===== src/hw/bst_consts.svh =====
`ifndef BST_CONSTS_SVH
`define BST_CONSTS_SVH

// Register widths
`define BST_IR_W 8
`define BST_BSR_W 38
`define BST_CTL_W 11
`define BST_GRP_W 16

// Reset and capture values
`define BST_IR_RST 8'hff
`define BST_IR_CAPTURE 8'h81
`define BST_BSR_RST 38'h10_0000_0000
`define BST_CTL_RST 11'h002

// Control register field positions
`define BST_CTL_MASK_HI 10
`define BST_CTL_MASK_LO 3
`define BST_CTL_OP_HI 2
`define BST_CTL_OP_LO 0

// Instruction opcodes, bit 7 keeps even parity
`define BST_OP_EXTEST 8'h00
`define BST_OP_INTEST 8'h03
`define BST_OP_SAMPLE 8'h82
`define BST_OP_HIGHZ 8'h06
`define BST_OP_CLAMP 8'h87
`define BST_OP_RUN_TEST 8'h09
`define BST_OP_READ_NORM 8'h0a
`define BST_OP_READ_TEST 8'h8b
`define BST_OP_SELF_TEST 8'h0c
`define BST_OP_TOGGLE 8'h8d
`define BST_OP_CTRL_NORM 8'h8e
`define BST_OP_CTRL_TEST 8'h0f

// Run-test operation codes held in the control register
`define BST_RUN_PSEUDO_RANDOM_PATTERN_GEN 3'h1
`define BST_RUN_PSA 3'h2
`define BST_RUN_COUNT 3'h3

// Signature and pattern generator feedback taps
`define BST_LFSR_TAPS 16'hd008

// Rising test-clock edges with mode select high that must reach reset
`define BST_TMS_RESET_EDGES 3'h5

`endif


===== src/hw/bst_pkg.sv =====
`include "bst_consts.svh"

package bst_pkg;

    // Test access port controller states
    typedef enum logic [3:0] {
        TAP_TLR, TAP_RTI, TAP_SEL_DR, TAP_CAP_DR, TAP_SHIFT_DR, TAP_EXIT1_DR,
        TAP_PAUSE_DR, TAP_EXIT2_DR, TAP_UPD_DR, TAP_SEL_IR, TAP_CAP_IR,
        TAP_SHIFT_IR, TAP_EXIT1_IR, TAP_PAUSE_IR, TAP_EXIT2_IR, TAP_UPD_IR
    } bst_tap_e;

    // Data register placed in the scan path
    typedef enum logic [1:0] {DREG_BYPASS, DREG_BSR, DREG_CTL} bst_dreg_e;

    // Source loaded into the cell chain at capture
    typedef enum logic {CAP_PINS, CAP_SHADOW} bst_cap_e;

    // Decoded instruction
    typedef struct packed {
        logic test_mode;
        logic highz;
        logic run_test;
        bst_dreg_e dreg;
        bst_cap_e cap;
    } bst_instr_s;

    // Boundary cell map, bit 37 first
    typedef struct packed {
        logic a_to_b_output_enable;
        logic b_to_a_output_enable_n;
        logic a_to_b_register_clock;
        logic b_to_a_register_clock;
        logic a_to_b_source_select;
        logic b_to_a_source_select;
        logic [7:0] a_in;
        logic [7:0] a_out;
        logic [7:0] b_in;
        logic [7:0] b_out;
    } bst_cells_s;

endpackage : bst_pkg


===== src/hw/bst_scan_top.sv =====
`timescale 1ns/100ps
`include "bst_consts.svh"

module bst_scan_top (
    input wire logic REF_CLK, // Block clock, 125 MHz
    input wire logic SRST, // Synchronous reset, active high
    input wire logic TCK, // Test clock pin
    input wire logic TMS, // Test mode select pin
    input wire logic TDI, // Test data in pin
    input wire bst_pkg::bst_cells_s PIN_SAMPLE, // Pin and core levels to capture
    output logic TDO, // Test data out value
    output logic TDO_OE, // High while TDO is driven
    output bst_pkg::bst_cells_s BSR_CELLS, // Boundary shadow latches
    output logic [10:0] CTRL_CELLS, // Control register shadow latches
    output logic TEST_MODE, // Normal function inhibited
    output logic HIGHZ_MODE, // All outputs forced off
    output logic TAP_RESET // Controller in Test-Logic-Reset
);
    import bst_pkg::*;

    // Link synchronisers: first stage is read by the second only
    logic [2:0] link_meta_reg;
    logic [2:0] link_sync_reg;
    logic tck_prev_reg;
    bst_cells_s pin_meta_reg;
    bst_cells_s pin_sync_reg;
    logic tck_s;
    logic tms_s;
    logic tdi_s;
    logic tck_rise;
    logic tck_fall;

    bst_tap_e tap_state;
    logic [`BST_IR_W-1:0] ir_shift_reg;
    logic [`BST_IR_W-1:0] ir_shadow_reg;
    logic [`BST_BSR_W-1:0] bsr_shift_reg;
    logic [`BST_BSR_W-1:0] bsr_shadow_reg;
    logic [`BST_CTL_W-1:0] ctl_shift_reg;
    logic [`BST_CTL_W-1:0] ctl_shadow_reg;
    logic bypass_reg;
    logic tdo_reg;
    logic tdo_oe_reg;
    bst_instr_s instr;
    logic in_reset;
    logic run_step;

    // Run-test working signals
    logic [`BST_GRP_W-1:0] in_grp;
    logic [`BST_GRP_W-1:0] out_grp;
    logic [`BST_GRP_W-1:0] in_grp_next;
    logic [`BST_GRP_W-1:0] out_grp_next;
    logic [`BST_GRP_W-1:0] masked_in;
    logic [7:0] in_mask;
    logic [2:0] run_op;

    // Opcode decode; anything not listed, bad parity included, runs as bypass
    function automatic bst_instr_s decode_instr(input logic [7:0] op);
        bst_instr_s d;
        d = '{test_mode: 1'b0, highz: 1'b0, run_test: 1'b0, dreg: DREG_BYPASS,
              cap: CAP_PINS};
        case (op)
            `BST_OP_EXTEST, `BST_OP_INTEST: begin
                d.test_mode = 1'b1;
                d.dreg = DREG_BSR;
            end
            `BST_OP_SAMPLE: d.dreg = DREG_BSR;
            `BST_OP_HIGHZ: begin
                d.test_mode = 1'b1;
                d.highz = 1'b1;
            end
            `BST_OP_CLAMP, `BST_OP_TOGGLE: d.test_mode = 1'b1;
            `BST_OP_RUN_TEST: begin
                d.test_mode = 1'b1;
                d.run_test = 1'b1;
            end
            `BST_OP_READ_NORM, `BST_OP_SELF_TEST: begin
                d.dreg = DREG_BSR;
                d.cap = CAP_SHADOW;
            end
            `BST_OP_READ_TEST: begin
                d.test_mode = 1'b1;
                d.dreg = DREG_BSR;
                d.cap = CAP_SHADOW;
            end
            `BST_OP_CTRL_NORM: d.dreg = DREG_CTL;
            `BST_OP_CTRL_TEST: begin
                d.test_mode = 1'b1;
                d.dreg = DREG_CTL;
            end
            default: d.dreg = DREG_BYPASS;
        endcase
        return d;
    endfunction : decode_instr

    // Two flops on every pin before use
    always_ff @(posedge REF_CLK) begin
        if (SRST) begin
            link_meta_reg <= 3'h3; // Clock bit at its idle low, so no false edge
            link_sync_reg <= 3'h3;
            tck_prev_reg <= 1'b0;
        end else begin
            link_meta_reg <= {TCK, TMS, TDI};
            link_sync_reg <= link_meta_reg;
            tck_prev_reg <= link_sync_reg[2];
        end
    end

    // Captured pins pass the same two stages
    always_ff @(posedge REF_CLK) begin
        if (SRST) begin
            pin_meta_reg <= '0;
            pin_sync_reg <= '0;
        end else begin
            pin_meta_reg <= PIN_SAMPLE;
            pin_sync_reg <= pin_meta_reg;
        end
    end

    assign tck_s = link_sync_reg[2];
    assign tms_s = link_sync_reg[1];
    assign tdi_s = link_sync_reg[0];
    assign tck_rise = tck_s & ~tck_prev_reg;
    assign tck_fall = ~tck_s & tck_prev_reg;

    bst_tap_fsm u_tap (
        .clk(REF_CLK),
        .rst(SRST),
        .step(tck_rise),
        .tms(tms_s),
        .state(tap_state)
    );

    assign in_reset = (tap_state == TAP_TLR);
    assign instr = decode_instr(ir_shadow_reg);

    // Instruction shift stage: capture fixed pattern, shift after entry
    always_ff @(posedge REF_CLK) begin
        if (SRST || in_reset) begin
            ir_shift_reg <= `BST_IR_RST;
        end else if (tck_rise) begin
            if (tap_state == TAP_CAP_IR) begin
                ir_shift_reg <= `BST_IR_CAPTURE;
            end else if (tap_state == TAP_SHIFT_IR) begin
                ir_shift_reg <= {tdi_s, ir_shift_reg[`BST_IR_W-1:1]};
            end
        end
    end

    // Instruction shadow: new mode takes effect on the Update-IR falling edge
    always_ff @(posedge REF_CLK) begin
        if (SRST || in_reset) begin
            ir_shadow_reg <= `BST_IR_RST;
        end else if (tck_fall && tap_state == TAP_UPD_IR) begin
            ir_shadow_reg <= ir_shift_reg;
        end
    end

    // Boundary shift stage; pause and exit states leave it untouched
    always_ff @(posedge REF_CLK) begin
        if (SRST || in_reset) begin
            bsr_shift_reg <= `BST_BSR_RST;
        end else if (tck_rise && instr.dreg == DREG_BSR) begin
            if (tap_state == TAP_CAP_DR) begin
                bsr_shift_reg <= (instr.cap == CAP_PINS) ? pin_sync_reg
                                                         : bsr_shadow_reg;
            end else if (tap_state == TAP_SHIFT_DR) begin
                bsr_shift_reg <= {tdi_s, bsr_shift_reg[`BST_BSR_W-1:1]};
            end
        end
    end

    // Run-test groups: A then B, pin 8 highest in each
    assign in_grp = {bsr_shadow_reg[31:24], bsr_shadow_reg[15:8]};
    assign out_grp = {bsr_shadow_reg[23:16], bsr_shadow_reg[7:0]};
    assign in_mask = ctl_shadow_reg[`BST_CTL_MASK_HI:`BST_CTL_MASK_LO];
    assign run_op = ctl_shadow_reg[`BST_CTL_OP_HI:`BST_CTL_OP_LO];
    assign masked_in = {pin_sync_reg.a_in & ~in_mask, pin_sync_reg.b_in & ~in_mask};
    assign run_step = tck_rise && tap_state == TAP_RTI && instr.run_test;

    // Run-test operation on the shadow groups; masked channels add nothing
    always_comb begin
        in_grp_next = in_grp;
        out_grp_next = out_grp;
        case (run_op)
            `BST_RUN_PSA: begin
                in_grp_next = {in_grp[14:0], ^(in_grp & `BST_LFSR_TAPS)} ^ masked_in;
            end
            `BST_RUN_PSEUDO_RANDOM_PATTERN_GEN: begin
                out_grp_next = {out_grp[14:0], ~^(out_grp & `BST_LFSR_TAPS)};
            end
            `BST_RUN_COUNT: begin
                out_grp_next = out_grp + 16'h0001;
            end
            default: begin
                in_grp_next = in_grp;
            end
        endcase
    end

    // Boundary shadow: update at Update-DR fall, may also move in Run-Test/Idle
    always_ff @(posedge REF_CLK) begin
        if (SRST || in_reset) begin
            bsr_shadow_reg <= `BST_BSR_RST;
        end else if (tck_fall && tap_state == TAP_UPD_DR && instr.dreg == DREG_BSR) begin
            bsr_shadow_reg <= bsr_shift_reg;
        end else if (run_step) begin
            bsr_shadow_reg[31:24] <= in_grp_next[15:8];
            bsr_shadow_reg[15:8] <= in_grp_next[7:0];
            bsr_shadow_reg[23:16] <= out_grp_next[15:8];
            bsr_shadow_reg[7:0] <= out_grp_next[7:0];
        end
    end

    // Control shift stage: capture leaves it as it was
    always_ff @(posedge REF_CLK) begin
        if (SRST || in_reset) begin
            ctl_shift_reg <= `BST_CTL_RST;
        end else if (tck_rise && instr.dreg == DREG_CTL
                     && tap_state == TAP_SHIFT_DR) begin
            ctl_shift_reg <= {tdi_s, ctl_shift_reg[`BST_CTL_W-1:1]};
        end
    end

    // Control shadow: update only at the Update-DR falling edge
    always_ff @(posedge REF_CLK) begin
        if (SRST || in_reset) begin
            ctl_shadow_reg <= `BST_CTL_RST;
        end else if (tck_fall && tap_state == TAP_UPD_DR && instr.dreg == DREG_CTL) begin
            ctl_shadow_reg <= ctl_shift_reg;
        end
    end

    // Bypass: single shift stage, no shadow
    always_ff @(posedge REF_CLK) begin
        if (SRST) begin
            bypass_reg <= 1'b0;
        end else if (tck_rise && instr.dreg == DREG_BYPASS) begin
            if (tap_state == TAP_CAP_DR) begin
                bypass_reg <= 1'b0;
            end else if (tap_state == TAP_SHIFT_DR) begin
                bypass_reg <= tdi_s;
            end
        end
    end

    // TDO moves on the falling edge so the far end samples a settled level
    always_ff @(posedge REF_CLK) begin
        if (SRST) begin
            tdo_reg <= 1'b0;
            tdo_oe_reg <= 1'b0;
        end else if (tck_fall) begin
            tdo_oe_reg <= (tap_state == TAP_SHIFT_IR)
                          || (tap_state == TAP_SHIFT_DR);
            if (tap_state == TAP_SHIFT_IR) begin
                tdo_reg <= ir_shift_reg[0];
            end else if (tap_state == TAP_SHIFT_DR) begin
                case (instr.dreg)
                    DREG_BSR: tdo_reg <= bsr_shift_reg[0];
                    DREG_CTL: tdo_reg <= ctl_shift_reg[0];
                    default: tdo_reg <= bypass_reg;
                endcase
            end
        end
    end

    assign TDO = tdo_reg;
    assign TDO_OE = tdo_oe_reg;
    assign BSR_CELLS = bsr_shadow_reg;
    assign CTRL_CELLS = ctl_shadow_reg;
    assign TEST_MODE = instr.test_mode;
    assign HIGHZ_MODE = instr.highz;
    assign TAP_RESET = in_reset;

    // Checks below; helper counter only feeds them
    logic [2:0] tms_hi_cnt_reg;

    always_ff @(posedge REF_CLK) begin
        if (SRST) begin
            tms_hi_cnt_reg <= 3'h0;
        end else if (tck_rise) begin
            if (!tms_s) begin
                tms_hi_cnt_reg <= 3'h0;
            end else if (tms_hi_cnt_reg != `BST_TMS_RESET_EDGES) begin
                tms_hi_cnt_reg <= tms_hi_cnt_reg + 3'h1;
            end
        end
    end
endmodule : bst_scan_top


===== src/hw/bst_tap_fsm.sv =====
`timescale 1ns/100ps

module bst_tap_fsm (
    input wire logic clk, // Block clock
    input wire logic rst, // Synchronous reset
    input wire logic step, // One pulse per rising test-clock edge
    input wire logic tms, // Sampled mode select
    output bst_pkg::bst_tap_e state // Present controller state
);
    import bst_pkg::*;

    bst_tap_e state_reg;
    bst_tap_e state_next;

    assign state = state_reg;

    // Next state from mode select; exits may return to shift without capture
    always_comb begin
        state_next = state_reg;
        unique case (state_reg)
            TAP_TLR: state_next = tms ? TAP_TLR : TAP_RTI;
            TAP_RTI: state_next = tms ? TAP_SEL_DR : TAP_RTI;
            TAP_SEL_DR: state_next = tms ? TAP_SEL_IR : TAP_CAP_DR;
            TAP_CAP_DR: state_next = tms ? TAP_EXIT1_DR : TAP_SHIFT_DR;
            TAP_SHIFT_DR: state_next = tms ? TAP_EXIT1_DR : TAP_SHIFT_DR;
            TAP_EXIT1_DR: state_next = tms ? TAP_UPD_DR : TAP_PAUSE_DR;
            TAP_PAUSE_DR: state_next = tms ? TAP_EXIT2_DR : TAP_PAUSE_DR;
            TAP_EXIT2_DR: state_next = tms ? TAP_UPD_DR : TAP_SHIFT_DR;
            TAP_UPD_DR: state_next = tms ? TAP_SEL_DR : TAP_RTI;
            TAP_SEL_IR: state_next = tms ? TAP_TLR : TAP_CAP_IR;
            TAP_CAP_IR: state_next = tms ? TAP_EXIT1_IR : TAP_SHIFT_IR;
            TAP_SHIFT_IR: state_next = tms ? TAP_EXIT1_IR : TAP_SHIFT_IR;
            TAP_EXIT1_IR: state_next = tms ? TAP_UPD_IR : TAP_PAUSE_IR;
            TAP_PAUSE_IR: state_next = tms ? TAP_EXIT2_IR : TAP_PAUSE_IR;
            TAP_EXIT2_IR: state_next = tms ? TAP_UPD_IR : TAP_SHIFT_IR;
            TAP_UPD_IR: state_next = tms ? TAP_SEL_DR : TAP_RTI;
        endcase
    end

    // State moves only on a rising test-clock edge
    always_ff @(posedge clk) begin
        if (rst) begin
            state_reg <= TAP_TLR;
        end else if (step) begin
            state_reg <= state_next;
        end
    end

endmodule : bst_tap_fsm


===== config.mk =====
export PLATFORM = sky130hd
export DESIGN_NAME = bst_scan_top
export DESIGN_NICKNAME = d
export VERILOG_FILES = /design/src/hw/bst_pkg.sv /design/src/hw/bst_scan_top.sv /design/src/hw/bst_tap_fsm.sv
export VERILOG_INCLUDE_DIRS = /design/src /design/src/hw
export SDC_FILE = /design/constraint.sdc
export NUM_CORES = 1
export LEC_CHECK = 0
export BUFFER_PORTS_ARGS = -buffer_cell sky130_fd_sc_hd__buf_2
export CORE_MARGIN = 8
export CORE_UTILIZATION = 50
export CTS_BUF_LIST = sky130_fd_sc_hd__clkbuf_8
export DETAILED_ROUTE_END_ITERATION = 12
export PLACE_DENSITY = 0.71
export RECOVER_POWER = 25
export REMOVE_ABC_BUFFERS = 1
export SLEW_MARGIN = 5
export SYNTH_ARGS = -nofsm -noshare
export SYNTH_HDL_FRONTEND = slang
export SYNTH_HIERARCHICAL = 1
export SYNTH_SLANG_ARGS = --single-unit

===== constraint.sdc =====
create_clock -name REF_CLK -period 3.9 [get_ports REF_CLK]
set_input_delay 0 -clock REF_CLK [delete_from_list [all_inputs] [get_ports REF_CLK]]
set_output_delay 0 -clock REF_CLK [all_outputs]
set_load 0.02 [all_outputs]

## Word level (Yosys, flattened, before mapping)

Cells that the tools add are included.

- Bits in read-only memories: 0
- Latch bits: 0
- Memory bits (writable): 0
- Word-level logic and storage cells: 143
- Flip-flop bits (word level): 204
- Memories kept: 0

- Order comparisons: 0
- Divide/modulo/power cells: 0
- Add/subtract/negate cells: 1
- Bitwise gates (word level): 8
- Reductions and logical operators: 36
- Eq/ne operators: 31
- Multiply operators: 0
- Shifts and indexed selects: 0
- Multiplexer cells: 32

Operator list:

| operator | count |
|---|---|
| 38-bit two-way mux | 3 |
| 32-bit two-way mux | 2 |
| 4-bit case mux with 12 select lines | 1 |
| 8-bit equality test, second input constant | 5 |
| 4-bit equality test, second input constant | 8 |
| 8-bit by 4-bit equality test with 1-bit output, second input constant | 4 |
| 16-bit case mux with 2 select lines | 1 |
| 16-bit by 1-bit adder with 16-bit output, second input constant | 1 |
| 8-bit bitwise AND | 2 |
| 4-bit by 3-bit equality test with 1-bit output, second input constant | 4 |
| 16-bit two-way mux | 1 |
| 4-bit two-way mux | 4 |
| 8-bit two-way mux | 2 |
| 16-bit XNOR reduction | 1 |
| 16-bit parity | 1 |
| 16-bit bitwise XOR | 1 |
| 2-bit AND reduction | 6 |
| 1-bit two-way mux | 11 |
| 1-bit logical AND | 10 |
| 2-bit nonzero test | 5 |
| 4-bit by 2-bit equality test with 1-bit output, second input constant | 2 |
| 8-bit by 2-bit equality test with 1-bit output, second input constant | 1 |
| 8-bit by 3-bit equality test with 1-bit output, second input constant | 1 |
| 8-bit logical NOT | 1 |
| 20 further kinds | 30 |

## Depth between registers and ports, before layout

- Word-level depth: 7
- Depth in mapped cells: 13

## Cells and area by module

The synthesis kept the hierarchy.

Modules (own cells, without submodules):

| module | times used | area each (sq um) | cells an instance |
|---|---|---|---|
| bst_scan_top | 1 | 8511.9 | 882 |
| bst_tap_fsm | 1 | 360.3 | 43 |

## Worst setup path before layout

OpenSTA, ideal clock, no wires.

- Path kind: reg2reg
- Start: register u_tap.state_reg[2] (netlist: u_tap/state[2])
- End: register bsr_shift_reg[5]
- Setup time: 0.124 ns
- Stages on the path, launching flop included: 8
- Path slack: 1.570 ns
- Data required time: 3.776 ns
- Arrival: 2.206 ns
- Clock period less this slack: 2.330 ns
- Path through: dfxtp_1 buf_4 nor4_1 nor2_1 buf_2 buf_1 nand4_1 o211ai_2

- Elaborated cells between the ends (all ways): 7

RTL lines:

| item | line | source |
|---|---|---|
| from (decl) | bst_tap_fsm.sv:12 | `bst_tap_e state_reg;` |
| from (signal assigned) | bst_tap_fsm.sv:45 | `state_reg <= state_next;` |
| 4-bit logical NOT | bst_scan_top.sv:133 | `assign in_reset = (tap_state == TAP_TLR);` |
| net TAP_RESET | bst_scan_top.sv:17 | `output logic TAP_RESET` |
| 1-bit logical OR | bst_scan_top.sv:160 | `if (SRST \|\| in_reset) begin` |
| to (signal assigned) | bst_scan_top.sv:161 | `` bsr_shift_reg <= `BST_BSR_RST; `` |
| to (signal assigned) | bst_scan_top.sv:164 | `bsr_shift_reg <= (instr.cap == CAP_PINS) ? pin_sync_reg` |
| to (signal assigned) | bst_scan_top.sv:167 | `` bsr_shift_reg <= {tdi_s, bsr_shift_reg[`BST_BSR_W-1:1]}; `` |
| to (decl) | bst_scan_top.sv:36 | `` logic [`BST_BSR_W-1:0] bsr_shift_reg; `` |

The timed path passes the listed nets, and every way through them passes these cells.
A chain may end at the register's enable or synchronous reset.

## Worst setup path in the final report

- Start: register ir_shadow_reg[0]
- End: register bsr_shadow_reg[7] (netlist: BSR_CELLS[7])

- Cells in the longest elaborated chain, start to end: 7
- Elaborated cells between the ends (all ways): 20

Ends and longest elaborated chain:

| item | line | source |
|---|---|---|
| from (decl) | bst_scan_top.sv:35 | `` logic [`BST_IR_W-1:0] ir_shadow_reg; `` |
| from (signal assigned) | bst_scan_top.sv:152 | `` ir_shadow_reg <= `BST_IR_RST; `` |
| from (signal assigned) | bst_scan_top.sv:154 | `ir_shadow_reg <= ir_shift_reg;` |
| 8-bit equality test (tied with other cells) | bst_scan_top.sv:61 | `case (op)` |
| 6-bit OR reduction (no source line) / 2-bit OR reduction (equally long branches) | - |  |
| 2-bit case mux with 2 select lines | bst_scan_top.sv:61 |  |
| 2-bit by 1-bit equality test with 1-bit output | bst_scan_top.sv:204 | `end else if (tck_fall && tap_state == TAP_UPD_DR && instr.dreg == DREG_BSR) begin` |
| 1-bit logical AND | bst_scan_top.sv:204 |  |
| 3-bit nonzero test (no source line) / 2-bit nonzero test (equally long branches) | - |  |
| 2-bit AND reduction (no source line) | - |  |
| to (signal assigned) | bst_scan_top.sv:203 | `` bsr_shadow_reg <= `BST_BSR_RST; `` |
| to (signal assigned) | bst_scan_top.sv:205 | `bsr_shadow_reg <= bsr_shift_reg;` |
| to (signal assigned) | bst_scan_top.sv:210 | `bsr_shadow_reg[7:0] <= out_grp_next[7:0];` |
| to (decl) | bst_scan_top.sv:37 | `` logic [`BST_BSR_W-1:0] bsr_shadow_reg; `` |

Parallel ways exist; a longest one is shown, timed or not.

==> run summary <==
The flow ran to the end, but the final reports show violations. The final reports fail on max-capacitance violations, max-slew violations. The average vias per placed instance is 5.58. Hold timing on the final database bottoms out at a slack of 0.197 ns.

The fraction of final layout cells with drive strength greater than 1 came out at 14.5%. Entering global routing, the biggest net connects 108 pins. The fmax is 330 MHz. After detailed routing, the average wire length per cell comes to 16.7 um. The maximum resistive drop on vdd came out at 235 uV.

The clock sink total came out at 204. For this run, global-route usage on met3 was measured as 4.34%. The worst hold path passes through 3 cells. The core outline area came out at 17300 sq um. The startpoint identified for the worst register-to-register timing path is ir_shadow_reg[0].

The clock transition at the register clock pins on the worst setup and hold paths after CTS is 0.06 ns. The post-synthesis register bit count is 204. Setup violations remaining at the end of the flow were counted as 0. The startpoint of the lowest-slack hold path is TMS. The clock tree skew after final layout is 0.0242 ns. The total power per unit cell area came out at 412 nW/um^2. The global routing usage summed across all routing layers is 18.9%. The DRC violation count after routing came out at 0. The final max-slew violation count is 93. The floorplan step set the die width to 149 um. The count of routing violations after the opening detailed-route iteration is 473. The number of cells on the worst reg-to-reg path came out at 10.

The number of antenna-violating nets in the routed design came out at 0. After synthesis, the mean cell area works out to 9.59 sq um. Setup repair after global routing left no endpoint under its margin. The first global-routing pass estimated 34600 um of wire. The least setup slack across all paths after layout is 0.868 ns.

For the pin with the worst max-slew slack, the measured transition is 1.85 ns. Headroom to the max-slew limit came out at -23.5%. After clock tree synthesis, the setup repair step added 0 buffers. The die footprint came out at 22300 sq um. The initial core utilization is 51.3%. The TritonCTS buffer count is 36.

The worst register-to-register path ends at BSR_CELLS[7]. The floorplan row count came out at 48. The internal reg-to-reg setup slack came out at 0.87 ns.

Of the synthesized area, sequential elements account for 46.0%. TritonCTS built the clock tree. Of all flip-flops after synthesis, the portion carrying an async set or reset was 0%.

For hold timing, the worst endpoint is link_meta_reg[1]. The post-synthesis instance total came out at 925. The final layout contains routed wiring with a total length of 21500 um. The via count of the first global-routing pass is 6767. The global placer's final weighted congestion came out at 0.796. The H-tree was split into 2 levels. The signal arrival time at the worst endpoint is 3.44 ns. The setup path with the least slack is of type flip-flop to flip-flop.

The synthesized area is 8870 sq um. The post-layout minimum cycle time is 3.03 ns. The min-delay analysis places its worst path in the category primary input to flip-flop.

The number of max-cap violations is 1. The busiest metal layer after global routing is met2. The total grt overflow is 0.

The met2 track utilization from global routing came out at 30.9%. In this run the worst path has a maximum fanout of 30. The y dimension of the die came out at 149 um. The kind of capture point of the worst setup path is a flip-flop. The primary flip-flop cell chosen by synthesis mapping is sky130_fd_sc_hd__dfxtp_1. The signed area change from the synthesized netlist to the final layout is 17.9%. During synthesis, Yosys emitted a total of 6 warnings. The minimum setup slack after placement is 0.917 ns. The startpoint of the most critical setup path is ir_shadow_reg[0]. Once detailed placement completed, the half-perimeter wirelength came to 13200 um. Data on the critical path is required at its endpoint by 4.31 ns. After layout, the worst path uses 77.7% of the clock period. CTS placed an instance of sky130_fd_sc_hd__clkbuf_8 at the clock tree root. The number of diodes added for antenna fixing is 0. The filler cells instantiated in the layout total 1516. The latest clock arrival within the worst-skew pair came out at 0.52 ns. The number of search-and-repair iterations in the first detailed-routing pass came out at 4. The number of distinct library cell variants in the gate-level netlist after synthesis is 67.

The number of flops mapped to enable cells by yosys is 0. The category of the worst setup path launch point is a flip-flop. The count of port buffers added during placement came out at 96.

The leakage power of the design is 4.22 nW. The initial antenna violation count came to 0. The final count of hold timing violations is 0. The number of primary I/O pins is 97. The number of nets at the end of the flow is 1081. The detailed router placed 7159 vias in this run.

The maximum clock insertion buffer count came out at 3. The met1 demand-to-capacity share in global routing is 23.8%.
how the worst max path moves through the flow:
stage                                   end  cells past startpoint
after floorplan           bsr_shift_reg[10]                      4
final                          BSR_CELLS[7]                     10
after CTS                      BSR_CELLS[7]                     10
after detailed placement       BSR_CELLS[7]                     10
after global placement         BSR_CELLS[7]                     10
after global routing           BSR_CELLS[7]                     10
critical path, stage by stage, from the launching register on:
cell and delay, ns:
sky130_fd_sc_hd__dfxtp_1 0.46, sky130_fd_sc_hd__xnor2_1 0.14, sky130_fd_sc_hd__xnor2_1 0.14, sky130_fd_sc_hd__a21oi_1 0.16, sky130_fd_sc_hd__o32ai_1 0.11, sky130_fd_sc_hd__and2_1 0.18, sky130_fd_sc_hd__ha_1 0.26, sky130_fd_sc_hd__nand4_1 0.15
sky130_fd_sc_hd__buf_4 0.38, sky130_fd_sc_hd__nand2_1 0.52, sky130_fd_sc_hd__o32ai_1 0.42
cells by family (layout without fill, tap and decap cells):
| logic type | count (synthesis) | count (layout) | share of synthesized area [%] |
|---|---|---|---|
| XOR/XNOR | 31 | 31 | 3.06 |
| adder cells (fa/ha/maj) | 4 | 4 | 0.564 |
| multiplexers | 90 | 90 | 10.2 |
| AND/OR/NAND/NOR | 355 | 355 | 21.7 |
| AO/OA/AOI/OAI | 155 | 155 | 13.8 |
| flip-flops | 204 | 204 | 46.0 |
| buffers and inverters | 86 | 220 | 4.71 |
layout by cell type, fill, tap and decap left out, drive strengths merged, types with 26 or more instances in the layout:
| cell | netlist | routed |
|---|---|---|
| clkbuf | 43 | 95 |
| nand3 | 34 | 34 |
| nand4 | 45 | 45 |
| nand2 | 74 | 74 |
| nor2 | 50 | 50 |
| o211ai | 30 | 30 |
| dlygate4sd3 | 0 | 42 |
| dfxtp | 204 | 204 |
| a21oi | 26 | 26 |
| buf | 35 | 57 |
| mux2i | 88 | 88 |
| nor2b | 86 | 86 |
report_power, final:
group,leakage (nW),switching [mW],internal (mW)
Clock,0.434,0.846,1.17
Combinational,2.13,0.0714,0.0846
Sequential,1.66,0.0157,2.13
cell usage after synthesis, types with 3 or more instances:
cell type | number | share of area (%)
sky130_fd_sc_hd__o22ai_2 | 6 | 0.85
sky130_fd_sc_hd__nor3_1 | 8 | 0.45
sky130_fd_sc_hd__buf_4 | 6 | 0.51
sky130_fd_sc_hd__inv_1 | 8 | 0.34
sky130_fd_sc_hd__o211ai_2 | 18 | 2.5
sky130_fd_sc_hd__buf_2 | 19 | 1.1
sky130_fd_sc_hd__o211ai_1 | 12 | 1.0
sky130_fd_sc_hd__a211oi_1 | 3 | 0.25
sky130_fd_sc_hd__clkbuf_1 | 43 | 1.8
sky130_fd_sc_hd__or2_2 | 7 | 0.49
sky130_fd_sc_hd__a21oi_1 | 26 | 1.5
sky130_fd_sc_hd__a22oi_1 | 4 | 0.34
sky130_fd_sc_hd__dfxtp_1 | 204 | 46
sky130_fd_sc_hd__nor4_1 | 6 | 0.42
sky130_fd_sc_hd__ha_1 | 4 | 0.56
sky130_fd_sc_hd__o21ai_0 | 22 | 1.2
sky130_fd_sc_hd__or3_1 | 3 | 0.21
sky130_fd_sc_hd__nor3b_1 | 4 | 0.34
sky130_fd_sc_hd__a31oi_1 | 9 | 0.63
sky130_fd_sc_hd__o32ai_1 | 3 | 0.30
sky130_fd_sc_hd__xnor2_1 | 25 | 2.5
sky130_fd_sc_hd__mux2i_1 | 88 | 9.9
sky130_fd_sc_hd__nor2_1 | 50 | 2.1
sky130_fd_sc_hd__xor2_1 | 6 | 0.59
sky130_fd_sc_hd__nand3_1 | 33 | 1.9
sky130_fd_sc_hd__nand4_1 | 45 | 3.2
sky130_fd_sc_hd__buf_6 | 5 | 0.63
sky130_fd_sc_hd__o221ai_1 | 18 | 1.8
sky130_fd_sc_hd__nand2_1 | 74 | 3.1
sky130_fd_sc_hd__and2_1 | 6 | 0.42
sky130_fd_sc_hd__o22ai_1 | 10 | 0.71
sky130_fd_sc_hd__nand2b_1 | 18 | 1.3
sky130_fd_sc_hd__nor2b_1 | 85 | 6.0
sky130_fd_sc_hd__buf_1 | 4 | 0.17
layer usage:
layer | part of all wire (%) | vias to the layer above
li1 | - | 3525
met4 | 2.1 | 0
met3 | 6.8 | 44
met5 | 0 | -
met1 | 44 | 3362
met2 | 47 | 228
repair_timing:
action	in CTS	in global routing
resized for setup	0	0
hold buffers	42	0
hold endpoints to repair	48	0
per-stage QoR:
stage                     util [%]  power, mW  cells  instance area (sq um)  TNS (ns)
after global routing          60.5       4.47   1284                  10500         0
after global placement        54.1       2.31   1179                   9360         0
after detailed placement      54.1       2.31   1179                   9360         0
after CTS                     60.9       4.35   1284                  10500         0
after floorplan                  -       2.25    847                   8480   -160.99
final                         60.5       4.31   1284                  10500         0
cell type report:
class	count	area, sq um	area share, %
Clock buffer	45	619	5.92
Clock inverter	18	123	1.17
Inverter	8	30.0	0.287
Multi-Input combinational cell	635	4390	42.0
Sequential cell	204	4080	39.0
Tap cell	225	282	2.69
Timing Repair Buffer	149	932	8.91
No activity file was read; power rests on OpenSTA's default activity.
